File: src/spg_pkg.sv
package spg_pkg;

   // ==========================================================
   // geometry
   localparam int SPG_SECTORS = 4;
   localparam int SPG_KEYS = 3;
   localparam int SPG_BLOCK_W = 7;
   localparam int SPG_SECTOR_LSB = 5;
   localparam int SPG_BYTE_ADDR_W = 9;
   localparam int SPG_I2C_ADDR_W = 11;

   // ==========================================================
   // guard byte layout
   localparam int SPG_SEAL_BIT = 0;
   localparam int SPG_RW_LSB = 1;
   localparam int SPG_KEYSEL_LSB = 3;
   localparam int SPG_CFG_W = 4;
   localparam logic [7:0] SPG_GUARD_RST = 8'h00;
   localparam logic [7:0] SPG_GUARD_MASK = 8'h1F;

   // read/write codes of a sealed sector
   localparam logic [1:0] SPG_RW_RFREE_WKEY = 2'h0;
   localparam logic [1:0] SPG_RW_FREE = 2'h1;
   localparam logic [1:0] SPG_RW_ALL_KEY = 2'h2;
   localparam logic [1:0] SPG_RW_NO_WRITE = 2'h3;

   // key selector: zero means no key
   localparam logic [1:0] SPG_KEYSEL_NONE = 2'h0;

   // ==========================================================
   // system area: guard word and key blocks
   localparam logic [1:0] SPG_OFS_GUARD = 2'h0;
   localparam logic [1:0] SPG_OFS_KEY1 = 2'h1;
   localparam logic [1:0] SPG_OFS_KEY2 = 2'h2;
   localparam logic [1:0] SPG_OFS_KEY3 = 2'h3;
   localparam logic [31:0] SPG_KEY_RST = 32'h00000000;
   localparam logic [SPG_I2C_ADDR_W-1:0] SPG_I2C_GUARD_BASE = 11'h000;

   // ==========================================================
   // commands and answers
   typedef enum logic [2:0] {
      SPG_OP_READ = 3'h0,
      SPG_OP_WRITE = 3'h1,
      SPG_OP_KEY_STORE = 3'h2,
      SPG_OP_SEAL = 3'h3,
      SPG_OP_KEY_OFFER = 3'h4
   } spg_op_t;

   typedef enum logic [1:0] {
      SPG_ST_OK = 2'h0,
      SPG_ST_DENIED = 2'h1,
      SPG_ST_ERR_SEALED = 2'h2,
      SPG_ST_ERR_ARG = 2'h3
   } spg_status_t;

endpackage

File: src/spg_access_check.sv
`timescale 1ns/1ps
`default_nettype none

module spg_access_check
   import spg_pkg::*;
(
   input wire logic [7:0] guard_in,
   input wire logic key_granted_in,
   output logic rd_ok_out,
   output logic wr_ok_out
);

   // ==========================================================
   // rights of one sector
   wire sealed = guard_in[SPG_SEAL_BIT];
   wire [1:0] rw_code = guard_in[SPG_RW_LSB +: 2];

   always_comb begin
      rd_ok_out = 1'b1;
      wr_ok_out = 1'b1;
      if (sealed) begin
         unique case (rw_code)
            SPG_RW_RFREE_WKEY: begin
               rd_ok_out = 1'b1;
               wr_ok_out = key_granted_in;
            end
            SPG_RW_FREE: begin
               rd_ok_out = 1'b1;
               wr_ok_out = 1'b1;
            end
            SPG_RW_ALL_KEY: begin
               rd_ok_out = key_granted_in;
               wr_ok_out = key_granted_in;
            end
            SPG_RW_NO_WRITE: begin
               rd_ok_out = key_granted_in;
               wr_ok_out = 1'b0;
            end
         endcase
      end
   end

endmodule

`default_nettype wire

File: src/spg_sector_guard.sv
// Function
// - each of four sectors has its own guard byte, keyed by one of three keys
// - guard byte: seal bit 0, read/write code 2:1, key selector 4:3, 7:5 zero
// - allowed reads with option flag set return the sector's guard byte
// - guard bytes reset to zero: nothing sealed, no key linked
// - i2c reaches guard bytes with system area select high, bytes 0 to 3
// - unsealed sectors are freely readable and writable over rf
// - sealed: 00 read free, 01 all free, 10 all keyed, 11 no write
// - key selector 00 none, 01 to 11 link keys one to three
// - three 32-bit keys live at system addresses 1, 2 and 3
// - key store writes one key block, active once the write completes
// - key store accepted only after a valid offer of that key
// - all keys reset to zero and are active at once
// - seal writes bits 4:1 from the command and sets bit 0, effective next
// - sealed sectors refuse rf changes; sealing again answers an error
// - correct offer grants rights of that key until reset or next offer naming a key
// - wrong offer withdraws every granted right
// - i2c reads guard bytes always, writes only with the i2c key presented
// - i2c write to a guard byte sets that sector's rf access, effective next cycle
// - rf block n maps to i2c byte address 4n
`timescale 1ns/1ps
`default_nettype none

module spg_sector_guard
   import spg_pkg::*;
(
   input wire logic clk_in,
   input wire logic rst_n_in,
   // rf command port
   input wire logic rf_cmd_valid_in,
   input wire logic [2:0] rf_cmd_op_in,
   input wire logic [SPG_BLOCK_W-1:0] rf_block_in,
   input wire logic [1:0] rf_key_idx_in,
   input wire logic [SPG_CFG_W-1:0] rf_seal_cfg_in,
   input wire logic [31:0] rf_data_in,
   input wire logic rf_option_in,
   output logic rf_done_out,
   output logic [1:0] rf_status_out,
   output logic [7:0] rf_guard_out,
   output logic rf_guard_valid_out,
   output logic [SPG_BYTE_ADDR_W-1:0] rf_mem_addr_out,
   output logic [SPG_KEYS-1:0] key_granted_out,
   // i2c system area port
   input wire logic i2c_req_in,
   input wire logic i2c_we_in,
   input wire logic system_area_select_in,
   input wire logic [SPG_I2C_ADDR_W-1:0] i2c_addr_in,
   input wire logic [7:0] i2c_wdata_in,
   input wire logic i2c_key_ok_in,
   output logic i2c_ack_out,
   output logic i2c_nack_out,
   output logic [7:0] i2c_rdata_out
);

   // ==========================================================
   // storage
   logic [7:0] guard_q [SPG_SECTORS];
   logic [31:0] key_q [SPG_KEYS];
   logic [SPG_KEYS-1:0] granted_q;
   logic rf_done_q;
   logic [1:0] rf_status_q;
   logic [7:0] rf_guard_q;
   logic rf_guard_valid_q;
   logic [SPG_BYTE_ADDR_W-1:0] rf_mem_addr_q;
   logic i2c_ack_q;
   logic i2c_nack_q;
   logic [7:0] i2c_rdata_q;

   // ==========================================================
   // rf decode
   spg_op_t op;
   assign op = spg_op_t'(rf_cmd_op_in);

   wire [1:0] sector = rf_block_in[SPG_SECTOR_LSB +: 2];
   wire [7:0] guard_sel = guard_q[sector];
   wire sealed_sel = guard_sel[SPG_SEAL_BIT];
   wire [1:0] keysel = guard_sel[SPG_KEYSEL_LSB +: 2];
   wire key_idx_ok = (rf_key_idx_in != SPG_KEYSEL_NONE);
   wire [1:0] key_slot = rf_key_idx_in - 2'h1;
   wire [1:0] link_slot = keysel - 2'h1;
   // no linked key means no keyed rights at all
   wire link_granted = (keysel != SPG_KEYSEL_NONE) && granted_q[link_slot];
   wire key_match = key_idx_ok && (rf_data_in == key_q[key_slot]);

   wire rd_ok;
   wire wr_ok;

   spg_access_check u_check (
      .guard_in(guard_sel),
      .key_granted_in(link_granted),
      .rd_ok_out(rd_ok),
      .wr_ok_out(wr_ok)
   );

   wire is_read = rf_cmd_valid_in && (op == SPG_OP_READ);
   wire is_write = rf_cmd_valid_in && (op == SPG_OP_WRITE);
   wire is_store = rf_cmd_valid_in && (op == SPG_OP_KEY_STORE);
   wire is_seal = rf_cmd_valid_in && (op == SPG_OP_SEAL);
   wire is_offer = rf_cmd_valid_in && (op == SPG_OP_KEY_OFFER);

   // the key itself is writable only under its own granted flag
   wire store_ok = is_store && key_idx_ok && granted_q[key_slot];
   wire seal_ok = is_seal && !sealed_sel;
   wire offer_good = is_offer && key_match;
   wire offer_bad = is_offer && key_idx_ok && !key_match;

   spg_status_t rf_status_d;
   always_comb begin
      rf_status_d = SPG_ST_OK;
      unique case (op)
         SPG_OP_READ: rf_status_d = rd_ok ? SPG_ST_OK : SPG_ST_DENIED;
         SPG_OP_WRITE: rf_status_d = wr_ok ? SPG_ST_OK : SPG_ST_DENIED;
         SPG_OP_KEY_STORE: begin
            if (!key_idx_ok) begin
               rf_status_d = SPG_ST_ERR_ARG;
            end else begin
               rf_status_d = store_ok ? SPG_ST_OK : SPG_ST_DENIED;
            end
         end
         SPG_OP_SEAL: rf_status_d = sealed_sel ? SPG_ST_ERR_SEALED : SPG_ST_OK;
         SPG_OP_KEY_OFFER: begin
            if (!key_idx_ok) begin
               rf_status_d = SPG_ST_ERR_ARG;
            end else begin
               rf_status_d = key_match ? SPG_ST_OK : SPG_ST_DENIED;
            end
         end
         default: rf_status_d = SPG_ST_ERR_ARG;
      endcase
   end

   // guard byte rides along only on allowed reads with the option flag
   wire guard_ret = is_read && rf_option_in && rd_ok;

   // ==========================================================
   // i2c decode
   wire [SPG_I2C_ADDR_W-1:0] i2c_ofs = i2c_addr_in - SPG_I2C_GUARD_BASE;
   wire i2c_hit = i2c_req_in && system_area_select_in
                  && (i2c_addr_in >= SPG_I2C_GUARD_BASE)
                  && (i2c_ofs < SPG_I2C_ADDR_W'(SPG_SECTORS));
   wire [1:0] i2c_sector = i2c_ofs[1:0];
   wire i2c_wr_ok = i2c_hit && i2c_we_in && i2c_key_ok_in;
   wire i2c_rd = i2c_hit && !i2c_we_in;
   wire i2c_ack_d = i2c_rd || i2c_wr_ok;
   wire i2c_nack_d = i2c_req_in && !i2c_ack_d;
   wire [7:0] i2c_rdata_d = i2c_rd ? (guard_q[i2c_sector] & SPG_GUARD_MASK) : 8'h00;

   // ==========================================================
   // guard bytes, one per sector
   genvar gi;
   generate
      for (gi = 0; gi < SPG_SECTORS; gi++) begin : g_guard
         wire i2c_wr_here = i2c_wr_ok && (i2c_sector == 2'(gi));
         wire seal_here = seal_ok && (sector == 2'(gi));
         logic [7:0] guard_d;
         // i2c write wins a same-cycle clash: it is the later, keyed authority
         always_comb begin
            guard_d = guard_q[gi];
            if (i2c_wr_here) begin
               guard_d = i2c_wdata_in & SPG_GUARD_MASK;
            end else if (seal_here) begin
               guard_d = {3'h0, rf_seal_cfg_in, 1'b1};
            end
         end
         always_ff @(posedge clk_in or negedge rst_n_in) begin
            if (!rst_n_in) begin
               guard_q[gi] <= SPG_GUARD_RST;
            end else begin
               guard_q[gi] <= guard_d;
            end
         end
      end
   endgenerate

   // ==========================================================
   // key blocks and granted flags
   genvar gk;
   generate
      for (gk = 0; gk < SPG_KEYS; gk++) begin : g_key
         wire store_here = store_ok && (key_slot == 2'(gk));
         always_ff @(posedge clk_in or negedge rst_n_in) begin
            if (!rst_n_in) begin
               key_q[gk] <= SPG_KEY_RST;
            end else if (store_here) begin
               key_q[gk] <= rf_data_in;
            end
         end
      end
   endgenerate

   logic [SPG_KEYS-1:0] granted_d;
   always_comb begin
      granted_d = granted_q;
      if (offer_good) begin
         granted_d = SPG_KEYS'(3'h1 << key_slot);
      end else if (offer_bad) begin
         granted_d = '0;
      end
   end

   always_ff @(posedge clk_in or negedge rst_n_in) begin
      if (!rst_n_in) begin
         granted_q <= '0;
      end else begin
         granted_q <= granted_d;
      end
   end

   // ==========================================================
   // answer registers
   always_ff @(posedge clk_in or negedge rst_n_in) begin
      if (!rst_n_in) begin
         rf_done_q <= 1'b0;
         rf_status_q <= SPG_ST_OK;
         rf_guard_q <= 8'h00;
         rf_guard_valid_q <= 1'b0;
         rf_mem_addr_q <= '0;
      end else begin
         rf_done_q <= rf_cmd_valid_in;
         rf_status_q <= rf_cmd_valid_in ? rf_status_d : SPG_ST_OK;
         rf_guard_q <= guard_ret ? (guard_sel & SPG_GUARD_MASK) : 8'h00;
         rf_guard_valid_q <= guard_ret;
         if (rf_cmd_valid_in) begin
            rf_mem_addr_q <= {rf_block_in, 2'h0};
         end
      end
   end

   always_ff @(posedge clk_in or negedge rst_n_in) begin
      if (!rst_n_in) begin
         i2c_ack_q <= 1'b0;
         i2c_nack_q <= 1'b0;
         i2c_rdata_q <= 8'h00;
      end else begin
         i2c_ack_q <= i2c_ack_d;
         i2c_nack_q <= i2c_nack_d;
         i2c_rdata_q <= i2c_rdata_d;
      end
   end

   assign rf_done_out = rf_done_q;
   assign rf_status_out = rf_status_q;
   assign rf_guard_out = rf_guard_q;
   assign rf_guard_valid_out = rf_guard_valid_q;
   assign rf_mem_addr_out = rf_mem_addr_q;
   assign key_granted_out = granted_q;
   assign i2c_ack_out = i2c_ack_q;
   assign i2c_nack_out = i2c_nack_q;
   assign i2c_rdata_out = i2c_rdata_q;

   wire seal_no_clash = seal_ok && !(i2c_wr_ok && i2c_sector == sector);
endmodule

`default_nettype wire

File: config.mk
export PLATFORM = sky130hd
export DESIGN_NAME = spg_sector_guard
export DESIGN_NICKNAME = d
export VERILOG_FILES = /design/src/spg_pkg.sv /design/src/spg_access_check.sv /design/src/spg_sector_guard.sv
export SDC_FILE = /design/constraint.sdc
export NUM_CORES = 1
export LEC_CHECK = 0
export CORE_MARGIN = 10
export CORE_UTILIZATION = 47
export CTS_CLUSTER_SIZE = 8
export DETAILED_ROUTE_END_ITERATION = 10
export DONT_BUFFER_PORTS = 1
export SYNTH_ARGS = -nofsm -noshare
export SYNTH_HDL_FRONTEND = slang
export SYNTH_SLANG_ARGS = --single-unit
File: constraint.sdc
create_clock -name clk_in -period 3.8 [get_ports clk_in]
set_clock_uncertainty 0.05 [all_clocks]
set_input_delay 0.19 -clock clk_in [delete_from_list [all_inputs] [get_ports clk_in]]
set_output_delay 0.19 -clock clk_in [all_outputs]
set_load 0.05 [all_outputs]
[Yosys cells after proc, flatten, opt, wreduce, memory -nomap -nowiden]
Cells that the tools add are included.
Word-level totals
  register bits: 154
  input port bits: 75
  output and inout port bits: 34
  word-level logic and storage cells: 135
Cells by class
  add/sub/neg operators: 2
  $lt $le $gt $ge: 7
  eq/ne operators: 16
  shift operators: 1
  mux-type cells: 38
  bitwise gates (word level): 3
  reduce and logical (&&, ||, !) cells: 52
Operators by type and width (count)
  $bmux 32 s2: 1
  $mux 32: 2
  $mux 8: 8
  $bmux 8 s2: 2
  $eq 32x32->1: 1
  $logic_and 1x1->1: 32
  $mux 5: 6
  $eq 2x2->1 const B: 7
  $reduce_bool 2->1: 7
  $ge 11x1->1 const B: 1
  $lt 11x3->1 const B: 1
  $pmux 2 s5: 1
  $ge 3x3->1 const B: 3
  $not 2->3: 3
  $eq 2x1->1 const B: 4
  $logic_not 2->1: 4
  $mux 1: 8
  $mux 2: 4
  $eq 3x2->1 const B: 2
  $lt 2x3->1 const B: 2
  $mux 3: 2
  $reduce_or 2->1: 3
  $bmux 1 s2: 2
  $logic_not 1->1: 4
  8 further kinds: 9

[Logic depth before layout (Yosys ltp)]
Gate-level depths: netlist of run 1.
  depth in word-level cells: 13
  depth in mapped cells: 14
  depth with buffers taken out: 10

[By module]
From an unflattened synthesis of run 1, not the netlist that was laid out.
Unflattened totals
  cells, all modules: 649
  area total of the unflattened synthesis: 7400.8 um^2
Modules (own cells, without submodules)
  spg_sector_guard: instances 1, cells each 645, area an instance 7372.1 um^2, seq. area each 3553.4 um^2
  spg_access_check: instances 1, cells each 4, area an instance 28.8 um^2, seq. area each 0.0 um^2

[Worst setup path after synthesis of run 1]
Ideal clock, no wire load.
  kind: input -> register
  start: input rf_key_idx_in[0]
  end: register granted_q[1], in the netlist key_granted_out[1]
  library setup time: 67 ps
  data arrival time: 2551 ps
  required time: 3683 ps
  slack: 1131 ps
  stages: 12
  path buffers: 3
  cells stage by stage: inv_1 > buf_2 > ha_1 > buf_6 > buf_6 > mux2i_1 > xor2_1 > nand4_1 > a2bb2oi_1 > or4_4 > nor4_4 > a32o_2
On the way
  longest elaborated chain between the ends: 10
  elaborated cells between the ends (all ways): 15
  those cells by class: add/sub (1); eq/ne (1); shift (1); mux (4); bitwise (1); reduce/logical (7)
Ends and longest elaborated chain
  start, declared: RTL line spg_sector_guard.sv:33  | input wire logic [1:0] rf_key_idx_in,
  $sub 2x1->2: RTL line spg_sector_guard.sv:79  | wire [1:0] key_slot = rf_key_idx_in - 2'h1;
  $not 2->3 (not written as such): RTL line spg_sector_guard.sv:83  | wire key_match = key_idx_ok && (rf_data_in == key_q[key_slot]);
  $bmux 32 s2: RTL line spg_sector_guard.sv:83
  $mux 32 (not written as such) (2 in series): RTL line spg_sector_guard.sv:83
  $eq 32x32->1: RTL line spg_sector_guard.sv:83
  $logic_and 1x1->1: RTL line spg_sector_guard.sv:83
  $logic_not 1->1: RTL line spg_sector_guard.sv:105  | wire offer_bad = is_offer && key_idx_ok && !key_match;
  $logic_and 1x1->1: RTL line spg_sector_guard.sv:105
  $reduce_bool 2->1 (no line)
  end signal, assigned: RTL line spg_sector_guard.sv:205  | granted_q <= granted_d;
  end, declared: RTL line spg_sector_guard.sv:59  | logic [SPG_KEYS-1:0] granted_q;
Several ways; a longest one is shown, not always the timed one. The select of a mux whose other input is x is not followed.
A chain may end at the register's enable or synchronous reset.

[Worst setup path after layout of run 1]
  start: register guard_q[0] in the netlist's numbering
  end: register guard_q[11] in the netlist's numbering
On the way
  longest elaborated chain between the ends: 7
Ends and longest elaborated chain
  start, declared: RTL line spg_sector_guard.sv:57  | logic [7:0] guard_q [SPG_SECTORS];
  start signal, assigned by index: RTL line spg_sector_guard.sv:169  | guard_q[gi] <= guard_d;
  $bmux 8 s2: RTL line spg_sector_guard.sv:75  | wire [7:0] guard_sel = guard_q[sector];
  $mux 5 (not written as such) (2 in series): RTL line spg_sector_guard.sv:75
  $logic_not 1->1: RTL line spg_sector_guard.sv:103  | wire seal_ok = is_seal && !sealed_sel;
  $logic_and 1x1->1: RTL line spg_sector_guard.sv:103
  $logic_and 1x1->1: RTL line spg_sector_guard.sv:154  | wire seal_here = seal_ok && (sector == 2'(gi));
  $reduce_bool 2->1 (no line)
No other way between the ends. The select of a mux whose other input is x is not followed.

==> reports/qor.csv, run 1 <==
stage,metric,value,unit
status,status,"complete, no violations",
critical_path,CP max FO,7,
layout,diode count,0,
timing,fmax,349,MHz
critical_path,critical path data arrival time,3.12,ns
min_path,Hold EP,rf_status_out[0]$_DFF_PN0_,
global_routing,first-pass GRT wire length,30.3,mm
global_routing,GRT Overall Usage,0.178,
synth,synthesized instance count,632,
critical_path,Critical Path RT,4.06,ns
cts,"Reg clk slew, reported paths",0.06,ns
floorplanning,Row Count,45,
cts,Num CTS Buffers,17,
run,max cap viols,0,
global_routing,gr ovfl total,0,
floorplanning,Initial Util,0.484,
floorplanning,core area,0.0153,mm^2
route,drt pass-1 iters,5,
critical_path,crit start category,flip-flop,
timing,Hold Slack,0.0192,ns
cts,Worst-Skew Late Latency,0.43,ns
critical_path,r2r endpoint,guard_q[11]$_DFFE_PN0P_,
cts,Resize count post-CTS,0,
critical_path,crit path kind,flip-flop to flip-flop,
timing,Max transition margin,0.434,
placement,Buffers on Ports,0,
route,Post-Route WL,18.6,mm
floorplanning,Die Span Y,146,um
timing,final setup vio count,0,
layout,final non-filler cell total,909,
layout,nets,765,
timing,RSZ-0062 raised after global routing,false,
layout,most frequent cells in the layout,"142 x dfrtp_1, 102 x mux2_2, 63 x dlygate4sd3_1",
timing,worst-margin pin slew,0.847,ns
power_and_ir_drop,P_leak,4.01,nW
floorplanning,# IOs,109,
synth,"Seq/Total Area, Yosys",0.479,
route,DR DRC count,0,
cts,# H-tree levels,4,
cts,Sink Count,142,
cts,Bufs on Longest Clock Path,2,
global_routing,largest net degree at the start of global routing,143,
synth,post-synthesis cell type count,61,
critical_path,worst reg-to-reg setup slack,0.94,ns
timing,setup TNS,0,ns
timing,fin crit share,0.753,
cts,CTS tree,built,
route,initial DRC count,277,
timing,Fin. Hold Viols,0,
synth,Synth warnings,0,
synth,mapped cell area,0.00741,mm^2
power_and_ir_drop,Max rail drop VDD,0.000320,V
floorplanning,chip width,146,um
floorplanning,DIE AREA,0.0212,mm^2
min_path,worst hold start,rf_cmd_op_in[1],
cts,Root Buffer,clkbuf_16,
synth,"Async S/R FF share, synth",1.00,
route,routed length per instance,20.4,um
placement,placed cell count,813,
synth,Main synth FF type,dfrtp_1,
power_and_ir_drop,PwrDens,444,mW/mm^2
synth,"EDFF count, synth",0,
min_path,hold path cells,2,
critical_path,Worst setup EP type,flip-flop,
global_routing,initial antenna violation count,0,
placement,DP Wirelength,11.8,mm
min_path,HP Class,input port to flip-flop,
synth,Syn Area/Cell,11.7,um^2
timing,max-slew violation count,0,
route,vias post-DR,5204,
route,Detail Route Antenna Nets,0,
timing,fin crit period,2.86,ns
placement,placer congestion estimate,0.801,
critical_path,r2r startpoint,guard_q[0]$_DFFE_PN0P_,
global_routing,vias in the first global route,5481,
synth,register bit count reported by yosys,142,
layout,ratio of cells with drive above 1 in the final layout,0.229,
layout,"leading cell type in the layout, fill and taps excluded",dfrtp_1,
layout,Area Growth Syn to Fin,18.8,%
layout,fin util,0.575,
route,Via-to-Cell Ratio,5.72,
critical_path,reg2reg path depth,5,
==> logic make-up after synthesis <==
family                     Yosys count  share of synthesized area
AOI/OAI and AO/OA                  110                     0.0974
xor gates and xnor gates            24                     0.0284
adders and majority gates            5                    0.00844
muxes                              157                      0.247
other                                1                   0.000506
buffers and inverters               57                     0.0432
DFF                                142                      0.479
and+or+nand+nor                    136                     0.0954
==> cell type report <==
class	count	area (um^2)
clock buffers	19	443
repair buffers	70	716
fillers	1298	6510
multi-input cells	440	3570
inverters	14	52.6
well taps	211	264
flip-flops and latches	142	3550
clock inverters	13	211
==> Yosys cell counts, types with 6 or more instances <==
master	n	area [um^2]
o21ai_0	21	105
buf_4	12	90.1
dfrtp_1	142	3550
xor2_1	14	123
nor2b_1	11	68.8
nor2_1	42	158
mux2i_1	43	430
nand2_1	32	120
nor3_1	7	35.0
a21boi_0	7	52.6
o22ai_1	14	87.6
a211oi_1	6	45.0
and2_1	7	43.8
mux2_2	102	1150
mux4_2	10	225
nand3_1	8	40.0
inv_1	14	52.6
xnor2_1	10	87.6
a21oi_1	24	120
clkbuf_1	13	48.8
a31oi_1	10	62.6
buf_2	10	50.1
==> how the worst max path moves through the flow <==
stage	slack, ns	cells after the start	endpoint	start
after floorplan	1.13	12	key_granted_out[1]$_DFFE_PN0P_	rf_key_idx_in[0]
after global placement	0.79	10	key_granted_out[1]$_DFFE_PN0P_	rf_key_idx_in[1]
after detailed placement	0.77	10	key_granted_out[1]$_DFFE_PN0P_	rf_key_idx_in[1]
after CTS	0.95	5	guard_q[11]$_DFFE_PN0P_	guard_q[0]$_DFFE_PN0P_
after global routing	0.84	5	guard_q[26]$_DFFE_PN0P_	guard_q[0]$_DFFE_PN0P_
final	0.94	5	guard_q[11]$_DFFE_PN0P_	guard_q[0]$_DFFE_PN0P_
==> layer usage <==
layer  up-vias  wire length [um]  GRT usage
li1       2407                 -          -
met1      2648              8000      0.219
met2       133              9100      0.290
met3        16              1300     0.0574
met4         0               186     0.0581
met5         -                 0          0
==> metrics by stage <==
| step | cell area [um^2] | setup slack [ns] | power [mW] |
|---|---|---|---|
| global placement | 7500 | 0.786 | 1.97 |
| finish | 8810 | 0.937 | 3.91 |
| global route | 8810 | 0.842 | 4.05 |
| CTS | 8810 | 0.947 | 3.94 |
| detailed placement | 7500 | 0.770 | 1.98 |
| floorplan | 7440 | 1.13 | 1.95 |
==> worst max-delay path, stage by stage, from the launching register on <==
cell           delay [ns]
dfrtp_1              0.40
mux4_2               0.61
nor4b_2              0.78
mux2i_1              0.25
a21oi_1              0.07
dlygate4sd3_1        0.58
==> where the power goes <==
group          internal, mW  switching [mW]  leakage, nW
clock                  1.18           0.654        0.306
combinational         0.207           0.204         1.77
sequential             1.57          0.0866         1.94
total                  2.96           0.945         4.01
==> what timing repair did <==
action / 4_1_cts / 5_1_grt
hold buffers: 64 / 0
hold endpoints to repair: 276 / 0
buffers inserted: 0 / 0
==> sequential cells by signal, summed over array words and instances (netlist names) <==
| signal | flops |
|---|---|
| rf_done_out | 1 |
| key_granted_out | 3 |
| rf_guard_out | 5 |
| i2c_ack_out | 1 |
| key_q | 96 |
| i2c_rdata_out | 5 |
| rf_mem_addr_out | 7 |
| guard_q | 20 |
| rf_status_out | 2 |
| rf_guard_valid_out | 1 |
| i2c_nack_out | 1 |
(Power assumes the default switching activity.)
==> inputs of run 2 (changes only) <==
--- a/config.mk
+++ b/config.mk
@@ -5,6 +5,7 @@
 export SDC_FILE = /design/constraint.sdc
 export NUM_CORES = 1
 export LEC_CHECK = 0
+export ABC_AREA = 1
 export CORE_MARGIN = 10
 export CORE_UTILIZATION = 47
 export CTS_CLUSTER_SIZE = 8
==> constraint.sdc (replaced) <==
create_clock -name clk_in -period 2.93 [get_ports clk_in]
set_clock_uncertainty 0.05 [all_clocks]
set_input_delay 0.1465 -clock clk_in [delete_from_list [all_inputs] [get_ports clk_in]]
set_output_delay 0.1465 -clock clk_in [all_outputs]
set_load 0.05 [all_outputs]
==> run 2 against run 1 <==
- the flow now finishes with violations (negative hold slack)
- sequential power is 39% higher
- count of clock-buffer cells in the layout is 1 higher
- routed wire length is 7.6% higher
- first-iteration DRC count is 24% higher
- register-to-register slack worse by 0.50 ns
- final area is 0.97% higher
- critical endpoint is now rf_guard_out[1]$_DFF_PN0_
- highest routed layer unchanged
==> reports/qor.csv, run 2 <==
stage,metric,value,unit,change
timing,RSZ-0062 raised after global routing,false,,unchanged
critical_path,Critical Path RT,3.17,ns,was 4.06 ns
placement,placer congestion estimate,0.905,,was 0.801
route,initial DRC count,343,,was 277
cts,Sink Count,142,,unchanged
critical_path,crit path from,rf_block_in[6],,was guard_q[0]$_DFFE_PN0P_
route,Detail Route Antenna Nets,0,,unchanged
layout,ratio of cells with drive above 1 in the final layout,0.0524,,was 0.229
layout,diode count,0,,unchanged
synth,most common cell in the netlist,nand2_1,,was dfrtp_1
critical_path,Worst setup EP type,flip-flop,,unchanged
layout,nets,1156,,was 765
synth,Synth warnings,0,,unchanged
critical_path,Worst Setup EP,rf_guard_out[1]$_DFF_PN0_,,was guard_q[11]$_DFFE_PN0P_
run,max cap viols,0,,unchanged
global_routing,initial antenna violation count,0,,unchanged
synth,"EDFF count, synth",0,,unchanged
global_routing,GRT Overall Usage,0.190,,was 0.178
timing,final worst slack,0.265,ns,was 0.937 ns
route,routed length per instance,15.3,um,was 20.4 um
synth,largest cells by area after synthesis,"dfrtp_1 47%, nand2_1 18%, o21ai_0 7.1%",,"was dfrtp_1 48%, mux2_2 15%, mux2i_1 5.8%"
cts,"Reg clk slew, reported paths",0.06,ns,about the same
status,status,"complete, but fails checks",,"was complete, no violations"
floorplanning,Initial Util,0.475,,was 0.484
synth,Syn Area/Cell,7.36,um^2,was 11.7 um^2
timing,fin crit period,2.66,ns,
timing,worst-margin pin slew,0.639,ns,was 0.847 ns
synth,synthesized instance count,1018,,was 632
timing,final setup vio count,0,,unchanged
cts,Worst-Skew Late Latency,0.42,ns,was 0.43 ns
critical_path,crit start category,input port,,was flip-flop
synth,post-synthesis cell type count,43,,was 61
floorplanning,Row Count,46,,was 45
placement,DP Wirelength,12.6,mm,was 11.8 mm
floorplanning,chip width,146,um,about the same
power_and_ir_drop,PwrDens,606,mW/mm^2,was 444 mW/mm^2
global_routing,gr ovfl total,0,,unchanged
timing,Max transition margin,0.574,,was 0.434
synth,"Seq/Total Area, Yosys",0.474,,was 0.479
timing,Fin. Hold Viols,142,,was 0
global_routing,first-pass GRT wire length,33.0,mm,was 30.3 mm
floorplanning,DIE AREA,0.0214,mm^2,was 0.0212 mm^2
timing,fin crit share,0.910,,
synth,mapped cell area,0.00749,mm^2,was 0.00741 mm^2
timing,max-slew violation count,0,,unchanged
synth,"Async S/R FF share, synth",1.00,,unchanged
critical_path,crit path kind,input port to flip-flop,,was flip-flop to flip-flop
critical_path,reg2reg path depth,11,,was 5
floorplanning,Die Span Y,146,um,about the same
route,vias post-DR,6519,,was 5204
placement,Post-Place Worst Slack,0.787,ns,was 0.770 ns
critical_path,critical path data arrival time,2.90,ns,was 3.12 ns
critical_path,CP max FO,6,,was 7
global_routing,vias in the first global route,6291,,was 5481
layout,max FFs per register,96,,unchanged
layout,fin util,0.564,,was 0.575
route,DR DRC count,0,,unchanged
cts,setup bufs post-CTS,0,,unchanged
critical_path,worst reg-to-reg setup slack,0.44,ns,was 0.94 ns
route,drt pass-1 iters,5,,unchanged
timing,fmax,375,MHz,
critical_path,r2r endpoint,rf_guard_out[1]$_DFF_PN0_,,was guard_q[11]$_DFFE_PN0P_
cts,CTS Hold Bufs,62,,was 64
cts,Root Buffer,clkbuf_16,,unchanged
cts,Bufs on Longest Clock Path,2,,unchanged
power_and_ir_drop,P_leak,4.48,nW,was 4.01 nW
layout,Area Growth Syn to Fin,18.7,%,was 18.8%
synth,top post-synthesis cells by count,"368 x nand2_1, 142 x dfrtp_1, 129 x inv_1",,"was 142 x dfrtp_1, 102 x mux2_2, 43 x mux2i_1"
status,failing checks,negative hold slack,,
synth,top cell type's share of synthesized area,0.474,,was 0.479
layout,"leading cell type in the layout, fill and taps excluded",nand2_1,,was dfrtp_1
timing,Hold Slack,-0.627,ns,was 0.0192 ns
critical_path,r2r startpoint,guard_q[4]$_DFFE_PN0P_,,was guard_q[0]$_DFFE_PN0P_
placement,placed cell count,1211,,was 813
min_path,HP Class,input port to async pin,,was input port to flip-flop
timing,setup TNS,0,ns,unchanged
layout,Reg with most FFs,key_q,,unchanged
placement,Buffers on Ports,0,,unchanged
power_and_ir_drop,Max rail drop VDD,0.000423,V,was 0.000320 V
cts,Num CTS Buffers,17,,unchanged
global_routing,largest net degree at the start of global routing,143,,unchanged
floorplanning,core area,0.0158,mm^2,was 0.0153 mm^2
cts,CTS tree,built,,unchanged
floorplanning,# IOs,109,,unchanged
synth,Main synth FF type,dfrtp_1,,unchanged
synth,register bit count reported by yosys,142,,unchanged
layout,most frequent cells in the layout,"368 x nand2_1, 142 x dfrtp_1, 129 x inv_1",,"was 142 x dfrtp_1, 102 x mux2_2, 63 x dlygate4sd3_1"
route,Via-to-Cell Ratio,5.00,,was 5.72
layout,final non-filler cell total,1304,,was 909
cts,# H-tree levels,4,,unchanged
route,Post-Route WL,20.0,mm,was 18.6 mm
synth,top cell type by total area after synthesis,dfrtp_1,,unchanged
## run 2: worst min path at each step
| stage | end | slack, ns |
|---|---|---|
| 2_1_floorplan | guard_q[0]$_DFFE_PN0P_ | -0.20 |
| 6_report | key_q[73]$_DFFE_PN0P_ | -0.63 |
| 3_5_place_dp | key_q[73]$_DFFE_PN0P_ | -0.19 |
| 4_1_cts | key_q[50]$_DFFE_PN0P_ | -0.64 |
| 3_3_place_gp | key_q[73]$_DFFE_PN0P_ | -0.19 |
| 5_1_grt | key_q[73]$_DFFE_PN0P_ | -0.64 |
## run 2: repair_timing
action,in CTS,in global routing
hold endpoints to repair,283,142
gates resized for setup,0,1
endpoints found under the setup margin,0,4
## run 2: stage by stage
stage	power (mW)	cell area (um^2)
4_1_cts	5.43	8890
3_3_place_gp	2.89	7620
6_report	5.39	8890
5_1_grt	5.64	8890
2_1_floorplan	2.79	7520
3_5_place_dp	2.90	7620
## run 2: kinds of logic after synthesis
logic type,after synthesis,share of synthesized area
flops,142,0.474
other cells,1,0.000501
compound gates,162,0.120
xor+xnor,4,0.00468
buf+inv,174,0.102
simple gates,530,0.291
fa+ha+maj,5,0.00835
## run 2: metal layers
| metal | track usage | share of wire |
|---|---|---|
| met4 | 0.0591 | 0.016 |
| met2 | 0.308 | 0.48 |
| met3 | 0.0544 | 0.075 |
| met1 | 0.240 | 0.43 |
| met5 | 0 | 0 |
## run 2: area by class of cell
cell class,count,area (um^2)
clock buffer,20,437
clock inverter,11,214
fill,1530,6880
inverter,134,515
multi-input combinational,709,3210
sequential,142,3550
tap,216,270
timing repair buffer,72,696
## run 2: where the power goes
group,switching [mW],internal (mW)
sequential,0.163,2.14
combinational,0.383,0.273
clock,0.837,1.59
total,1.38,4.01
## run 2: worst max-delay path, cell delays in order
cell and delay (ns):
dlygate4sd3_1 0.53, inv_1 0.09, nor2_1 0.37, a21oi_1 0.17, nand2_1 0.15, inv_1 0.07
ha_1 0.31, inv_1 0.06, nand2_1 0.07, nand3_1 0.10, nand2_1 0.07, nand4_2 0.06
dlygate4sd3_1 0.66, nor2_1 0.06
